## src/logic/sai_pkg.sv

```systemverilog
// shared constants and types for the session attribute block
// assumes both ends and the link interface import nothing and use sai_pkg::name
`default_nettype none
package sai_pkg;
   localparam int NFLOW = 8;
   // session attribute types
   localparam logic [15:0] AVP_RESULT = 16'h0001;
   localparam logic [15:0] AVP_ALLOC_REQ = 16'h0002;
   localparam logic [15:0] AVP_ALLOC_REP = 16'h0003;
   localparam logic [15:0] AVP_LOCAL_MTU = 16'h0004;
   localparam logic [15:0] AVP_SYNC_CTL = 16'h0005;
   localparam logic [15:0] AVP_SESS_MAX = 16'h0063;
   localparam logic M_RESULT = 1'b0;
   localparam logic M_SET = 1'b1;
   // lengths in bytes
   localparam logic [9:0] LEN_RESULT = 10'h008;
   localparam logic [9:0] LEN_ERRCODE = 10'h002;
   localparam logic [9:0] LEN_REQ_BASE = 10'h006;
   localparam logic [9:0] LEN_REP_BASE = 10'h008;
   localparam logic [9:0] LEN_REP_PER = 10'h004;
   localparam logic [9:0] LEN_MTU = 10'h008;
   localparam logic [9:0] LEN_SYNC = 10'h00E;
   // codes
   localparam logic [15:0] SUB_TS = 16'h0003;
   localparam logic [15:0] SUB_PS = 16'h0004;
   localparam logic [15:0] PW_TS = 16'h000C;
   localparam logic [15:0] PW_PS = 16'h000D;
   localparam logic [15:0] SEQ_ALL = 16'h0002;
   localparam logic [15:0] RES_BAD_AVP = 16'h0000;
   localparam logic [15:0] RES_BAD_PHY = 16'h0001;
   localparam logic [15:0] RES_SEE_ERR = 16'h0002;
   localparam logic [15:0] ERR_NOT_READY = 16'h0000;
   localparam logic [15:0] ERR_LOCKED = 16'h0001;
   localparam logic [15:0] ERR_RANGE = 16'h0002;
   localparam logic [15:0] ERR_PHB = 16'h0003;
   localparam logic [15:0] ERR_PW = 16'h0004;
   // arbitrary neutral value
   localparam logic [31:0] VENDOR_ID_DEF = 32'h0000_0ABC;
   // sync interval
   localparam logic [14:0] IVAL_MIN = 15'h000A;
   localparam logic [14:0] IVAL_MAX = 15'h03E8;
   localparam int STEP_NS = 200000;
   localparam int CLK_NS = 8;
   localparam int STEP_CYC = STEP_NS / CLK_NS;
   // modulator registers and fields
   localparam logic [7:0] MR_CTRL = 8'h00;
   localparam logic [7:0] MR_MASK_LO = 8'h04;
   localparam logic [7:0] MR_MASK_HI = 8'h08;
   localparam logic [7:0] MR_UDP = 8'h0C;
   localparam logic [7:0] MR_TSOFF = 8'h10;
   localparam logic [7:0] MR_STAT = 8'h14;
   localparam int MC_READY = 0;
   localparam int MC_UDP = 1;
   localparam int MC_RF = 2;
   localparam logic [2:0] MCTRL_RST = 3'h0;
   localparam logic [63:0] MASK_RST = 64'h0;
   // core registers and fields
   localparam logic [7:0] CR_CTRL = 8'h00;
   localparam logic [7:0] CR_PHB0 = 8'h04;
   localparam logic [7:0] CR_PHB1 = 8'h08;
   localparam logic [7:0] CR_SYNC = 8'h0C;
   localparam logic [7:0] CR_MAC_LO = 8'h10;
   localparam logic [7:0] CR_MAC_HI = 8'h14;
   localparam logic [7:0] CR_MTU = 8'h18;
   localparam logic [7:0] CR_STAT = 8'h1C;
   localparam logic [7:0] CR_UDP0 = 8'h20;
   localparam int CC_ICRQ = 0;
   localparam int CC_ICCN = 1;
   localparam int CC_SLI = 2;
   localparam int CC_PS = 3;
   localparam int CC_UDP = 4;
   localparam int CC_NEW = 5;
   localparam int CC_UP = 6;
   localparam int CC_NF = 8;
   localparam int SY_EN = 31;
   localparam logic [15:0] MTU_RST = 16'h05DC;
   typedef enum logic [2:0] {MSG_ICRQ, MSG_ICRP, MSG_ICCN, MSG_CDN, MSG_SLI} sai_msg_t;
endpackage
`default_nettype wire

```

## src/logic/sai_link_if.sv

```systemverilog
// session signalling link between headend core and edge modulator
// assumes both ends run on one pclk; no clocking here
`default_nettype none
interface sai_link_if;
   logic req_valid;
   sai_pkg::sai_msg_t req_msg;
   logic [15:0] req_pw;
   logic [15:0] req_sub;
   logic [9:0] req_len;
   logic [3:0] req_nflows;
   logic [sai_pkg::NFLOW-1:0][5:0] req_phb;
   logic req_new;
   logic req_active;
   logic [15:0] req_mtu;
   logic sync_en;
   logic [14:0] sync_ival;
   logic [47:0] sync_mac;
   logic rep_valid;
   sai_pkg::sai_msg_t rep_msg;
   logic [15:0] rep_type;
   logic rep_m;
   logic [9:0] rep_len;
   logic [15:0] rep_sub;
   logic [15:0] rep_seq;
   logic [3:0] rep_nflows;
   logic [sai_pkg::NFLOW-1:0][5:0] rep_phb;
   logic [sai_pkg::NFLOW-1:0][2:0] rep_fid;
   logic [sai_pkg::NFLOW-1:0][15:0] rep_udp;
   logic [15:0] rep_result;
   logic [15:0] rep_error;
   logic [31:0] rep_vendor;
   logic rep_new;
   logic rep_active;
   logic data_valid;
   logic [7:0] data;
   logic ts_valid;
   logic [31:0] ts;
   modport core (output req_valid, req_msg, req_pw, req_sub, req_len, req_nflows, req_phb,
      req_new, req_active, req_mtu, sync_en, sync_ival, sync_mac, data_valid, data,
      ts_valid, ts, input rep_valid, rep_msg, rep_type, rep_m, rep_len, rep_sub, rep_seq,
      rep_nflows, rep_phb, rep_fid, rep_udp, rep_result, rep_error, rep_vendor, rep_new,
      rep_active);
   modport modulator (input req_valid, req_msg, req_pw, req_sub, req_len, req_nflows,
      req_phb, req_new, req_active, req_mtu, sync_en, sync_ival, sync_mac, data_valid, data,
      ts_valid, ts, output rep_valid, rep_msg, rep_type, rep_m, rep_len, rep_sub, rep_seq,
      rep_nflows, rep_phb, rep_fid, rep_udp, rep_result, rep_error, rep_vendor, rep_new,
      rep_active);
endinterface
`default_nettype wire

```

## src/logic/sai_sync_timer.sv

```systemverilog
// interval timer for generated sync messages
// assumes ival already clamped to the supported range
`default_nettype none
module sai_sync_timer #(
   parameter int STEP_CYC = sai_pkg::STEP_CYC
) (
   input wire logic pclk,
   input wire logic presetn,
   input wire logic run,
   input wire logic restart,
   input wire logic [14:0] ival,
   output logic tick
);
   localparam int CW = $clog2(STEP_CYC + 1);
   typedef struct packed {
      logic [CW-1:0] cyc;
      logic [14:0] steps;
   } sai_tmr_t;
   sai_tmr_t r, n;
   logic wrap, done;
   always_comb begin
      n = r;
      wrap = (r.cyc == CW'(STEP_CYC - 1));
      done = wrap && (r.steps == ival - 15'h0001);
      tick = run && done;
      // idle or restarted timer starts a whole interval afresh
      if (!run || restart) begin
         n = '0;
      end else if (wrap) begin
         n.cyc = '0;
         n.steps = done ? 15'h0000 : r.steps + 15'h0001;
      end else begin
         n.cyc = r.cyc + CW'(1);
      end
   end
   always_ff @(posedge pclk or negedge presetn) begin
      if (!presetn) begin
         r <= '0;
      end else begin
         r <= n;
      end
   end
endmodule // sai_sync_timer
`default_nettype wire

```

## src/logic/sai_modulator.sv

```systemverilog
// edge modulator end: answers session setup, handles sync messages
// assumes APB master on pclk; headend core on the link waits for each reply
//
// Register access over APB and the address map are this design's own decisions.
`default_nettype none
module sai_modulator #(
   parameter int STEP_CYC = sai_pkg::STEP_CYC,
   parameter logic [31:0] VENDOR_ID = sai_pkg::VENDOR_ID_DEF
) (
   input wire logic pclk,
   input wire logic presetn,
   input wire logic psel,
   input wire logic penable,
   input wire logic pwrite,
   input wire logic [7:0] paddr,
   input wire logic [31:0] pwdata,
   output logic [31:0] prdata,
   output logic pready,
   output logic pslverr,
   sai_link_if.modulator lk,
   output logic sync_valid,
   output logic [31:0] sync_ts,
   output logic [47:0] sync_mac,
   output logic stream_valid,
   output logic [7:0] stream_data,
   output logic rf_on,
   output logic sess_up
);
   localparam int NF = sai_pkg::NFLOW;
   typedef enum logic [1:0] {M_IDLE, M_SCAN, M_REPLY} sai_mst_t;
   typedef struct packed {
      sai_mst_t st;
      logic [3:0] idx;
      logic [3:0] cnt;
      logic ps;
      logic up;
      logic fresh;
      logic fail;
      logic [15:0] res;
      logic [15:0] err;
      logic [3:0] qn;
      logic [NF-1:0][5:0] qphb;
      logic sen;
      logic [14:0] ival;
      logic [47:0] mac;
      logic [2:0] ctrl;
      logic [63:0] mask;
      logic [15:0] udp;
      logic [31:0] tsoff;
      logic [31:0] tsc;
      logic rv;
      sai_pkg::sai_msg_t rmsg;
      logic [15:0] rtype;
      logic rm;
      logic [9:0] rlen;
      logic [NF-1:0][5:0] rphb;
      logic [NF-1:0][2:0] rfid;
      logic [NF-1:0][15:0] rudp;
      logic sv;
      logic [31:0] sts;
      logic [47:0] smac;
      logic dv;
      logic [7:0] dat;
   } sai_mod_t;
   sai_mod_t r, n;
   logic wr, rd_ok, tick, prov;
   logic [14:0] ival_eff;
   logic [5:0] cur;

   // out-of-range intervals are clamped rather than refused
   assign ival_eff = (r.ival < sai_pkg::IVAL_MIN) ? sai_pkg::IVAL_MIN :
                     (r.ival > sai_pkg::IVAL_MAX) ? sai_pkg::IVAL_MAX : r.ival;

   // the timer restarts itself on every tick it emits
   sai_sync_timer #(.STEP_CYC(STEP_CYC)) u_tmr (
      .pclk(pclk),
      .presetn(presetn),
      .run(r.ps && r.sen),
      .restart(tick),
      .ival(ival_eff),
      .tick(tick)
   );

   assign wr = psel && penable && pwrite;
   // provisioning outranks a reply that clears the new flag in the same cycle
   assign prov = wr && paddr == sai_pkg::MR_CTRL && pwdata[sai_pkg::MC_READY]
                 && !r.ctrl[sai_pkg::MC_READY];
   assign cur = r.qphb[r.idx[2:0]];
   assign pready = 1'b1;
   always_comb begin
      rd_ok = 1'b1;
      prdata = '0;
      unique case (paddr)
         sai_pkg::MR_CTRL: prdata = {29'h0, r.ctrl};
         sai_pkg::MR_MASK_LO: prdata = r.mask[31:0];
         sai_pkg::MR_MASK_HI: prdata = r.mask[63:32];
         sai_pkg::MR_UDP: prdata = {16'h0, r.udp};
         sai_pkg::MR_TSOFF: prdata = r.tsoff;
         sai_pkg::MR_STAT: prdata = {r.err, 4'h0, r.cnt, 4'h0, r.fresh, r.sen, r.ps, r.up};
         default: rd_ok = 1'b0;
      endcase
   end
   assign pslverr = psel && penable && !rd_ok;

   always_comb begin
      n = r;
      n.rv = 1'b0;
      n.sv = 1'b0;
      n.tsc = r.tsc + 32'h1;
      n.dv = lk.data_valid;
      n.dat = lk.data;
      if (wr) begin
         unique case (paddr)
            sai_pkg::MR_CTRL: begin
               n.ctrl = pwdata[2:0];
               // provisioning: ready rising marks the next session as new
               if (prov) n.fresh = 1'b1;
               if (!pwdata[sai_pkg::MC_READY]) n.up = 1'b0;
            end
            sai_pkg::MR_MASK_LO: n.mask[31:0] = pwdata;
            sai_pkg::MR_MASK_HI: n.mask[63:32] = pwdata;
            sai_pkg::MR_UDP: n.udp = pwdata[15:0];
            sai_pkg::MR_TSOFF: n.tsoff = pwdata;
            default: ;
         endcase
      end
      unique case (r.st)
         M_IDLE: begin
            if (lk.req_valid && lk.req_msg == sai_pkg::MSG_ICRQ) begin
               n.ps = (lk.req_pw == sai_pkg::PW_PS);
               n.qn = lk.req_nflows;
               n.qphb = lk.req_phb;
               n.sen = lk.sync_en;
               n.ival = lk.sync_ival;
               n.mac = lk.sync_mac;
               n.up = 1'b0;
               n.idx = '0;
               n.cnt = '0;
               n.rphb = '0;
               n.rfid = '0;
               n.rudp = '0;
               n.fail = 1'b1;
               n.res = sai_pkg::RES_SEE_ERR;
               n.err = sai_pkg::ERR_NOT_READY;
               if (!r.ctrl[sai_pkg::MC_READY]) begin
                  n.st = M_REPLY;
               end else if (lk.req_pw != sai_pkg::PW_TS && lk.req_pw != sai_pkg::PW_PS) begin
                  n.err = sai_pkg::ERR_PW;
                  n.st = M_REPLY;
               end else if (lk.req_sub != ((lk.req_pw == sai_pkg::PW_PS) ?
                            sai_pkg::SUB_PS : sai_pkg::SUB_TS)) begin
                  n.res = sai_pkg::RES_BAD_AVP;
                  n.st = M_REPLY;
               end else if (lk.req_pw == sai_pkg::PW_TS && lk.req_nflows != 4'h1) begin
                  n.res = sai_pkg::RES_BAD_AVP;
                  n.st = M_REPLY;
               end else begin
                  n.fail = 1'b0;
                  n.st = M_SCAN;
               end
            end else if (lk.req_valid && lk.req_msg == sai_pkg::MSG_ICCN) begin
               n.up = lk.req_active && !r.fail && r.cnt != 4'h0 && r.ctrl[sai_pkg::MC_READY];
            end else if (lk.req_valid && lk.req_msg == sai_pkg::MSG_SLI) begin
               n.sen = lk.sync_en;
               n.ival = lk.sync_ival;
               n.mac = lk.sync_mac;
               if (!lk.req_active) n.up = 1'b0;
            end
         end
         M_SCAN: begin
            // unsupported ids are skipped; kept ones pack down in request order
            if (r.idx < r.qn && r.mask[cur]) begin
               n.rphb[r.cnt[2:0]] = cur;
               n.rfid[r.cnt[2:0]] = r.cnt[2:0];
               n.rudp[r.cnt[2:0]] = r.ctrl[sai_pkg::MC_UDP] ?
                                    r.udp + {12'h0, r.cnt} : 16'h0;
               n.cnt = r.cnt + 4'h1;
            end
            if (r.idx == 4'(NF - 1)) n.st = M_REPLY;
            else n.idx = r.idx + 4'h1;
         end
         M_REPLY: begin
            n.rv = 1'b1;
            n.st = M_IDLE;
            if (r.fail || r.cnt == 4'h0) begin
               n.fail = 1'b1;
               if (!r.fail) n.err = sai_pkg::ERR_PHB;
               n.rmsg = sai_pkg::MSG_CDN;
               n.rtype = sai_pkg::AVP_RESULT;
               n.rm = sai_pkg::M_RESULT;
               n.rlen = sai_pkg::LEN_RESULT + sai_pkg::LEN_ERRCODE;
            end else begin
               n.rmsg = sai_pkg::MSG_ICRP;
               n.rtype = sai_pkg::AVP_ALLOC_REP;
               n.rm = sai_pkg::M_SET;
               n.rlen = sai_pkg::LEN_REP_BASE + 10'(r.cnt) * sai_pkg::LEN_REP_PER;
               if (!prov) n.fresh = 1'b0;
            end
         end
         default: n.st = M_IDLE;
      endcase
      // sync handling never depends on circuit status or RF state
      if (r.ps) begin
         if (tick) begin
            n.sv = 1'b1;
            n.sts = r.tsc;
            n.smac = r.mac;
         end
      end else if (lk.ts_valid) begin
         n.sv = 1'b1;
         n.sts = r.sen ? lk.ts + r.tsoff : lk.ts;
         n.smac = '0;
      end
   end

   always_ff @(posedge pclk or negedge presetn) begin
      if (!presetn) begin
         r <= '0;
         r.st <= M_IDLE;
         r.fresh <= 1'b1;
         r.ctrl <= sai_pkg::MCTRL_RST;
         r.mask <= sai_pkg::MASK_RST;
      end else begin
         r <= n;
      end
   end

   assign lk.rep_valid = r.rv;
   assign lk.rep_msg = r.rmsg;
   assign lk.rep_type = r.rtype;
   assign lk.rep_m = r.rm;
   assign lk.rep_len = r.rlen;
   assign lk.rep_sub = r.ps ? sai_pkg::SUB_PS : sai_pkg::SUB_TS;
   assign lk.rep_seq = sai_pkg::SEQ_ALL;
   assign lk.rep_nflows = r.cnt;
   assign lk.rep_phb = r.rphb;
   assign lk.rep_fid = r.rfid;
   assign lk.rep_udp = r.rudp;
   assign lk.rep_result = r.res;
   assign lk.rep_error = r.err;
   assign lk.rep_vendor = VENDOR_ID;
   assign lk.rep_new = r.fresh;
   assign lk.rep_active = r.ctrl[sai_pkg::MC_READY] && !r.fail;
   assign sync_valid = r.sv;
   assign sync_ts = r.sts;
   assign sync_mac = r.smac;
   assign stream_valid = r.dv;
   assign stream_data = r.dat;
   assign rf_on = r.ctrl[sai_pkg::MC_RF];
   assign sess_up = r.up;
endmodule // sai_modulator
`default_nettype wire

```

## src/flat_wrapper.sv

```systemverilog
// flat-port wrapper written by rule: the top's interface ports become plain ports
module sai_modulator_flat 
#(
   parameter int STEP_CYC = sai_pkg::STEP_CYC,
   parameter logic [31:0] VENDOR_ID = sai_pkg::VENDOR_ID_DEF
)
  (pclk, presetn, psel, penable, pwrite, paddr, pwdata, prdata, pready, pslverr, sync_valid, sync_ts, sync_mac, stream_valid, stream_data, rf_on, sess_up, lk_req_valid, lk_req_msg, lk_req_pw, lk_req_sub, lk_req_len, lk_req_nflows, lk_req_phb, lk_req_new, lk_req_active, lk_req_mtu, lk_sync_en, lk_sync_ival, lk_sync_mac, lk_data_valid, lk_data, lk_ts_valid, lk_ts, lk_rep_valid, lk_rep_msg, lk_rep_type, lk_rep_m, lk_rep_len, lk_rep_sub, lk_rep_seq, lk_rep_nflows, lk_rep_phb, lk_rep_fid, lk_rep_udp, lk_rep_result, lk_rep_error, lk_rep_vendor, lk_rep_new, lk_rep_active);
  sai_link_if lk_i ();
  input wire logic pclk;
  input wire logic presetn;
  input wire logic psel;
  input wire logic penable;
  input wire logic pwrite;
  input wire logic [7:0] paddr;
  input wire logic [31:0] pwdata;
  output logic [31:0] prdata;
  output logic pready;
  output logic pslverr;
  output logic sync_valid;
  output logic [31:0] sync_ts;
  output logic [47:0] sync_mac;
  output logic stream_valid;
  output logic [7:0] stream_data;
  output logic rf_on;
  output logic sess_up;
  input wire logic [$bits(lk_i.req_valid)-1:0] lk_req_valid;
  input wire logic [$bits(lk_i.req_msg)-1:0] lk_req_msg;
  input wire logic [$bits(lk_i.req_pw)-1:0] lk_req_pw;
  input wire logic [$bits(lk_i.req_sub)-1:0] lk_req_sub;
  input wire logic [$bits(lk_i.req_len)-1:0] lk_req_len;
  input wire logic [$bits(lk_i.req_nflows)-1:0] lk_req_nflows;
  input wire logic [$bits(lk_i.req_phb)-1:0] lk_req_phb;
  input wire logic [$bits(lk_i.req_new)-1:0] lk_req_new;
  input wire logic [$bits(lk_i.req_active)-1:0] lk_req_active;
  input wire logic [$bits(lk_i.req_mtu)-1:0] lk_req_mtu;
  input wire logic [$bits(lk_i.sync_en)-1:0] lk_sync_en;
  input wire logic [$bits(lk_i.sync_ival)-1:0] lk_sync_ival;
  input wire logic [$bits(lk_i.sync_mac)-1:0] lk_sync_mac;
  input wire logic [$bits(lk_i.data_valid)-1:0] lk_data_valid;
  input wire logic [$bits(lk_i.data)-1:0] lk_data;
  input wire logic [$bits(lk_i.ts_valid)-1:0] lk_ts_valid;
  input wire logic [$bits(lk_i.ts)-1:0] lk_ts;
  output wire logic [$bits(lk_i.rep_valid)-1:0] lk_rep_valid;
  output wire logic [$bits(lk_i.rep_msg)-1:0] lk_rep_msg;
  output wire logic [$bits(lk_i.rep_type)-1:0] lk_rep_type;
  output wire logic [$bits(lk_i.rep_m)-1:0] lk_rep_m;
  output wire logic [$bits(lk_i.rep_len)-1:0] lk_rep_len;
  output wire logic [$bits(lk_i.rep_sub)-1:0] lk_rep_sub;
  output wire logic [$bits(lk_i.rep_seq)-1:0] lk_rep_seq;
  output wire logic [$bits(lk_i.rep_nflows)-1:0] lk_rep_nflows;
  output wire logic [$bits(lk_i.rep_phb)-1:0] lk_rep_phb;
  output wire logic [$bits(lk_i.rep_fid)-1:0] lk_rep_fid;
  output wire logic [$bits(lk_i.rep_udp)-1:0] lk_rep_udp;
  output wire logic [$bits(lk_i.rep_result)-1:0] lk_rep_result;
  output wire logic [$bits(lk_i.rep_error)-1:0] lk_rep_error;
  output wire logic [$bits(lk_i.rep_vendor)-1:0] lk_rep_vendor;
  output wire logic [$bits(lk_i.rep_new)-1:0] lk_rep_new;
  output wire logic [$bits(lk_i.rep_active)-1:0] lk_rep_active;
  assign lk_i.req_valid = lk_req_valid;
  assign lk_i.req_msg = lk_req_msg;
  assign lk_i.req_pw = lk_req_pw;
  assign lk_i.req_sub = lk_req_sub;
  assign lk_i.req_len = lk_req_len;
  assign lk_i.req_nflows = lk_req_nflows;
  assign lk_i.req_phb = lk_req_phb;
  assign lk_i.req_new = lk_req_new;
  assign lk_i.req_active = lk_req_active;
  assign lk_i.req_mtu = lk_req_mtu;
  assign lk_i.sync_en = lk_sync_en;
  assign lk_i.sync_ival = lk_sync_ival;
  assign lk_i.sync_mac = lk_sync_mac;
  assign lk_i.data_valid = lk_data_valid;
  assign lk_i.data = lk_data;
  assign lk_i.ts_valid = lk_ts_valid;
  assign lk_i.ts = lk_ts;
  assign lk_rep_valid = lk_i.rep_valid;
  assign lk_rep_msg = lk_i.rep_msg;
  assign lk_rep_type = lk_i.rep_type;
  assign lk_rep_m = lk_i.rep_m;
  assign lk_rep_len = lk_i.rep_len;
  assign lk_rep_sub = lk_i.rep_sub;
  assign lk_rep_seq = lk_i.rep_seq;
  assign lk_rep_nflows = lk_i.rep_nflows;
  assign lk_rep_phb = lk_i.rep_phb;
  assign lk_rep_fid = lk_i.rep_fid;
  assign lk_rep_udp = lk_i.rep_udp;
  assign lk_rep_result = lk_i.rep_result;
  assign lk_rep_error = lk_i.rep_error;
  assign lk_rep_vendor = lk_i.rep_vendor;
  assign lk_rep_new = lk_i.rep_new;
  assign lk_rep_active = lk_i.rep_active;
  sai_modulator #(.STEP_CYC(STEP_CYC), .VENDOR_ID(VENDOR_ID)) u_core (.pclk(pclk), .presetn(presetn), .psel(psel), .penable(penable), .pwrite(pwrite), .paddr(paddr), .pwdata(pwdata), .prdata(prdata), .pready(pready), .pslverr(pslverr), .lk(lk_i), .sync_valid(sync_valid), .sync_ts(sync_ts), .sync_mac(sync_mac), .stream_valid(stream_valid), .stream_data(stream_data), .rf_on(rf_on), .sess_up(sess_up));
endmodule
```

## config.mk

```make
export PLATFORM = sky130hd
export DESIGN_NAME = sai_modulator_flat
export DESIGN_NICKNAME = d
export VERILOG_FILES = /design/src/logic/sai_pkg.sv /design/src/logic/sai_link_if.sv /design/src/logic/sai_sync_timer.sv /design/src/logic/sai_modulator.sv /design/src/flat_wrapper.sv
export SDC_FILE = /design/constraint.sdc
export NUM_CORES = 1
export LEC_CHECK = 0
export ABC_AREA = 1
export BUFFER_PORTS_ARGS = -buffer_cell sky130_fd_sc_hd__buf_4
export CORE_AREA = 2 2 285 287
export DETAILED_ROUTE_END_ITERATION = 16
export DIE_AREA = 0 0 287 289
export GPL_TIMING_DRIVEN = 0
export PLACE_DENSITY = 0.67
export SYNTH_ARGS = -nofsm -noshare
export SYNTH_HDL_FRONTEND = slang
export SYNTH_HIERARCHICAL = 1
export SYNTH_SLANG_ARGS = --single-unit
```

## constraint.sdc

```tcl
create_clock -name pclk -period 3.6 [get_ports pclk]
set_input_delay 0.18 -clock pclk [delete_from_list [all_inputs] [get_ports pclk]]
set_output_delay 0.18 -clock pclk [all_outputs]
set_load 0.01 [all_outputs]
```

==> results.tsv, run 1 <==
metric	value	unit
CORE AREA	79900	sq um
type of element capturing the critical path	flop	
most common cell after layout, fill and taps aside	nand2_1	
first-pass GRT wire length	177	mm
Req. time, crit path	4090	ps
commonest non-fill, non-tap cells in the layout	nand2_1 (1,255), buf_4 (1,049), dfrtp_1 (607)	
critical path type	reg -> reg	
vias post-DR	32035	
vias in the first global route	30142	
met1 Use GR	0.375	
RSZ-0062 raised after global routing	yes	
Yosys reg bits	609	
Ports	726	
Util after Layout	0.559	
Nets	5491	
DRC violations left	0	
met3 usage	0.0435	
CTS Buffer Depth	3	
Die Y	289	um
dpl hpwl	89.0	mm
Yosys warning count	6	
CTS tree	done	
max_slew headroom	0.403	
via density per instance	5.09	
Fin. Hold Viols	0	
global route overflow	0	
Synth async-reset ratio	1.00	
wire length per cell	19.1	um
prevailing post-synth register cell	dfrtp_1	
clock-pin slew on the worst setup and hold paths	60	ps
syn_area_per_cell	7.97	sq um
Peak Freq	284	MHz
RD Place Congestion	0.952	
Layout area overhead	34.3	%
worst vdd ir	342	uV
worst skew pair latency	620	ps
clk root buf	clkbuf_16	
CTS sink cnt	609	
Post-synth EDFFs	0	
WP data arrival	4010	ps
initial DRC count	3239	
initial antenna violation count	5	
Sequential Area	15200	sq um
Leak	23.5	nW
Hold Path Class	in -> reg	
CTS Buf Count	70	
clock skew	38.7	ps
Unique masters post-synth	55	
Inst Count DP	5946	
detailed-route wire length	120	mm
share of layout cells above drive strength 1	0.260	
num rows	104	
Routed Antenna Nets	0	
GRT busiest layer	met2	
Die ar.	82900	sq um
Tcrit/Tclk final	0.977	
FILL cells	7359	
crit start category	flop	
mapped cell area	33300	sq um
drt first pass iters	7	
status	finished clean	
Slew @ Worst Pin	889	ps
CTS H-tree depth	3	
initial core utilization	0.416	
Final setup viols	0	
multi-input logic area	13800	sq um
post-route insts no fill	6288	
gr usage total	0.277	
number of max-cap violations	0	
grt met2 use	0.444	
Mapped Cells	4173	
largest net degree at the start of global routing	117	
Horiz. Die Dim	287	um
max-slew violation count	0	
crit path max fanout	6	
PwrDens	403	nW/um^2
post-synthesis sequential area ratio	0.458	
Final min period	3520	ps
# port buffers	589	
[layout make-up]
type	instances	share of cell area
timing repair buffer	812	0.152
clock buffer	102	0.0471
multi-input combinational	2819	0.308
buffer	604	0.0932
antenna	3	0.000168
tap	1060	0.0297
sequential	609	0.341
inverter	257	0.0220
clock inverter	22	0.00608
[critical path: stages, from the launching register on]
cell and delay [ps]:
dfrtp_1 370, inv_2 90, nand4_1 180, nor4_4 400, nor2_4 70, inv_2 80
nor2_1 60, inv_2 130, nand3_4 160, nor2_8 170, buf_4 120, nand2_2 40
nand2_2 60, nand2_1 50, nor2_1 80, nand2_1 90, nor2_2 130, nand2_4 100
nor2_4 120, nand2_4 110, inv_8 100, nor2_4 40, buf_12 150, clkbuf_16 170
buf_12 130, a22o_1 170
[cell usage after synthesis, types with 3 or more instances]
cell / instances / area share
a32o_1: 3 / 0.00090
nor3_2: 4 / 0.0012
xor2_1: 55 / 0.014
nand2_4: 4 / 0.0014
o211ai_1: 19 / 0.0043
ha_1: 49 / 0.018
xnor2_1: 22 / 0.0058
nand3_2: 6 / 0.0018
inv_2: 11 / 0.0012
nand2_1: 1277 / 0.14
o21ai_0: 246 / 0.037
buf_4: 442 / 0.10
buf_2: 26 / 0.0039
a211oi_1: 3 / 0.00068
nand3_1: 397 / 0.060
clkbuf_1: 121 / 0.014
nand4_1: 23 / 0.0043
nor4_1: 19 / 0.0036
buf_1: 4 / 0.00045
a21oi_1: 63 / 0.0095
o221ai_1: 17 / 0.0045
o21ai_1: 5 / 0.00075
a22o_1: 50 / 0.013
o2111ai_1: 11 / 0.0029
buf_6: 12 / 0.0041
o21bai_1: 7 / 0.0016
a221oi_1: 7 / 0.0018
nor3_1: 96 / 0.014
a22oi_1: 3 / 0.00068
nor2_4: 4 / 0.0014
inv_1: 239 / 0.027
dfrtp_1: 608 / 0.46
nand2_2: 6 / 0.0011
a31oi_1: 5 / 0.00094
clkinv_1: 6 / 0.00068
nand3b_1: 5 / 0.0011
a21boi_0: 6 / 0.0014
nor2_2: 5 / 0.00094
a21o_1: 7 / 0.0016
nor2_1: 256 / 0.029
[report_power, final]
group          leakage (nW)  internal, mW  total [mW]  switching (mW)
combinational          14.1          1.30        3.18            1.88
sequential             8.20          7.22        7.47           0.249
clock                  1.18          4.42        7.36            2.94
[layer usage]
metal	up-vias	part of all wire
met5	-	0.00023
met4	4	0.042
met3	254	0.078
met2	1441	0.47
met1	15337	0.41
li1	14999	-
[kinds of logic after synthesis]
family                     count (synthesis)  share of synthesized area
AOI/OAI and AO/OA                        460                     0.0835
and+or+nand+nor                         2109                      0.266
adders and majority gates                 51                     0.0196
DFF                                      609                      0.458
xor gates and xnor gates                  77                     0.0203
muxes                                      1                   0.000301
buffers and inverters                    864                      0.151
other                                      2                   0.000226
[worst paths after layout]
path,slack [ps],startpoint,to,cells past startpoint
max,80,u_core/r[520],u_core/sync_mac[3],25
min,30,pwdata[13],u_core/r[366],3
max reg2reg,80,u_core/r[520],u_core/sync_mac[3],25
min reg2reg,470,u_core/r[510],u_core/r[510],2
max in group asynchronous,1710,presetn,u_core/lk.rep_nflows[3],4
min in group asynchronous,230,presetn,u_core/stream_valid,2
[through the flow]
stage	hold slack, ps	power [mW]	setup TNS [ps]	setup slack, ps	cell area (sq um)
final	27.3	18.0	0	82.1	44700
after global routing	18.7	18.7	-7040	-186	44700
after CTS	0.334	18.0	0	11.1	44100
after detailed placement	290	10.3	-177730	-1570	39600
after global placement	290	10.3	-2929170	-4650	39400
after floorplan	-116	9.06	0	126	33700
[registers in the layout, summed over array words and instances (netlist names), 2 cells and up]
| signal | flops |
|---|---|
| u_core/lk.rep_len | 6 |
| u_core/lk.rep_udp | 128 |
| u_core/sync_ts | 32 |
| u_core/r | 270 |
| u_core/lk.rep_phb | 48 |
| u_core/lk.rep_fid | 24 |
| u_core/lk.rep_error | 2 |
| u_core/sync_mac | 48 |
| u_core/u_tmr/r | 30 |
| u_core/lk.rep_nflows | 4 |
| u_core/stream_data | 8 |
[repair_timing]
item	4_1_cts	5_1_grt
resized for setup	37	146
hold endpoints to repair	365	0
pin swaps	7	22
buffers inserted	17	11
cloned	0	3
hold buffers	188	0
endpoints found under the setup margin	368	313
Note: power is estimated with default switching activity, not from simulation.
==> run 2, diff against run 1 <==
--- a/config.mk
+++ b/config.mk
@@ -6,7 +6,7 @@
 export NUM_CORES = 1
 export LEC_CHECK = 0
 export ABC_AREA = 1
-export BUFFER_PORTS_ARGS = -buffer_cell sky130_fd_sc_hd__buf_4
+export BUFFER_PORTS_ARGS = -buffer_cell sky130_fd_sc_hd__buf_2
 export CORE_AREA = 2 2 285 287
 export DETAILED_ROUTE_END_ITERATION = 16
 export DIE_AREA = 0 0 287 289
==> run 2 against run 1 <==
Total power shrank 0.75%; largest power group unchanged; design area shrank 3.0%; critical path type unchanged; sequential cell count is the same; largest cell class unchanged; routed wire length grew 0.20%.
==> results.tsv, run 2 (synthesis results as in run 1) <==
metric	value	unit
status	finished clean	
RD Place Congestion	0.920	
crit path max fanout	7	
vias post-DR	32019	
commonest non-fill, non-tap cells in the layout	nand2_1 (1,243), buf_2 (615), dfrtp_1 (607)	
Inst Count DP	5946	
initial DRC count	3132	
Pwr Total	17.9	mW
GRT busiest layer	met2	
detailed-route wire length	120	mm
type of element capturing the critical path	flop	
crit start category	flop	
num rows	104	
CTS H-tree depth	3	
grt met2 use	0.444	
Slowest-stage cell, CP	dfrtp_1	
CP Buf/Inv Count	8	
CTS sink cnt	609	
switching portion of total power	0.290	
Ports	726	
FILL cells	7601	
Tcrit/Tclk final	0.997	
Layout area overhead	30.3	%
first-pass GRT wire length	177	mm
PwrDens	413	nW/um^2
WP data arrival	4090	ps
number of max-cap violations	0	
CTS Buffer Depth	3	
post-route insts no fill	6295	
Comb power frac	0.172	
register with the most flip-flops	u_core/r	
wire length per cell	19.1	um
Final setup viols	0	
gr usage total	0.278	
Routed Antenna Nets	0	
Final WS setup	10.3	ps
global route overflow	0	
dpl hpwl	88.5	mm
Req. time, crit path	4100	ps
vias in the first global route	30269	
# port buffers	589	
Reg power frac	0.418	
dpl ws	-1500	ps
Int Power	12.7	mW
drt first pass iters	6	
Horiz. Die Dim	287	um
clock-pin slew on the worst setup and hold paths	60	ps
worst skew pair latency	630	ps
Util after Layout	0.542	
CORE AREA	79900	sq um
DRC violations left	0	
CTS Buf Count	71	
Die Y	289	um
Switch Pwr	5.18	mW
Leak	23.4	nW
most common cell after layout, fill and taps aside	nand2_1	
Placement Cell Area	38100	sq um
Die ar.	82900	sq um
Nets	5497	
max_slew headroom	0.420	
max FFs per register	270	
CTS tree	done	
clock skew	24.4	ps
clock network power share	0.410	
max-slew violation count	0	
RSZ-0062 raised after global routing	yes	
met1 Use GR	0.378	
Fin. Hold Viols	0	
worst vdd ir	317	uV
critical path type	reg -> reg	
via density per instance	5.09	
CP top delay family	simple AND/OR/NAND/NOR gates	
share of layout cells above drive strength 1	0.263	
slowest cell delay on critical path	370	ps
met3 usage	0.0475	
Slew @ Worst Pin	863	ps
Peak Freq	279	MHz
fin area	43300	sq um
initial antenna violation count	7	
largest net degree at the start of global routing	117	
clk root buf	clkbuf_16	
Hold Path Class	in -> reg	
initial core utilization	0.416	
Final min period	3590	ps
==> run 2: timing repair <==
| action | in CTS | in global routing |
|---|---|---|
| setup endpoints to repair | 364 | 319 |
| pin swaps | 4 | 16 |
| endpoints found under the hold margin | 341 | 0 |
| gates resized for setup | 39 | 186 |
| gates cloned | 2 | 3 |
| buffers inserted | 6 | 24 |
| hold buffers | 186 | 0 |
==> run 2: worst reg2reg max path: stages, from the launching register on <==
cell and delay, ps:
dfrtp_1 370, inv_2 120, o21ai_2 70, o2111ai_1 200, nand3_1 170, nor2_2 170, inv_2 70, nor2_4 140
inv_4 50, ha_4 240, inv_2 50, nand2_2 40, nand2_2 60, nand2_1 50, nor2_1 90, nand3b_1 80
nor2_1 120, nand2_1 80, nor2_2 120, nand2_2 80, buf_8 140, nor2_4 130, nand2_4 130, inv_8 110
nor2_4 90, clkbuf_16 210, buf_12 130, a22o_1 170
==> run 2: path summary, 6_finish.rpt <==
| check | endpoint | slack, ps | depth (start not counted) | startpoint |
|---|---|---|---|---|
| worst max-delay path | u_core/sync_mac[4] | 10 | 27 | u_core/r[519] |
| worst min-delay path | u_core/r[435] | 30 | 3 | pwdata[2] |
| worst max register to register | u_core/sync_mac[4] | 10 | 27 | u_core/r[519] |
| worst min register to register | u_core/r[352] | 470 | 1 | u_core/r[352] |
| max in group asynchronous | u_core/lk.rep_nflows[0] | 1380 | 5 | presetn |
| min in group asynchronous | u_core/stream_valid | 120 | 2 | presetn |
==> run 2: layout make-up <==
class                      count  area (sq um)  share of cell area
tap                         1060          1330              0.0306
clock buffer                  99          2050              0.0474
multi-input combinational   2820         13900               0.320
inverter                     257           986              0.0228
sequential                   609         15200               0.352
timing repair inverter         1          16.3            0.000375
clock inverter                23           287             0.00661
buffer                       606          4220              0.0974
timing repair buffer         813          5310               0.122
antenna                        7          17.5            0.000404
==> run 2: per-stage QoR <==
| stage | hold WS (ps) | TNS, ps |
|---|---|---|
| finish | 33.5 | 0 |
| global route | 45.0 | -9280 |
| CTS | 1.50 | 0 |
| detailed placement | 216 | -170230 |
| global placement | 289 | -6692400 |
| floorplan | -116 | 0 |
==> run 2: power groups by stage <==
stage	Sequential [mW]	Clock [mW]	Combinational (mW)
floorplan	7.49	0	1.57
global placement	7.56	0	2.59
detailed placement	7.56	0	2.64
CTS	7.44	7.49	2.84
global route	7.51	7.75	3.32
finish	7.48	7.33	3.07
==> run 2: routing by layer <==
layer  wire (um)  part of all wire
met5           0                 0
met4        4990             0.042
met3        9400             0.078
met2       55700              0.46
met1       50000              0.42
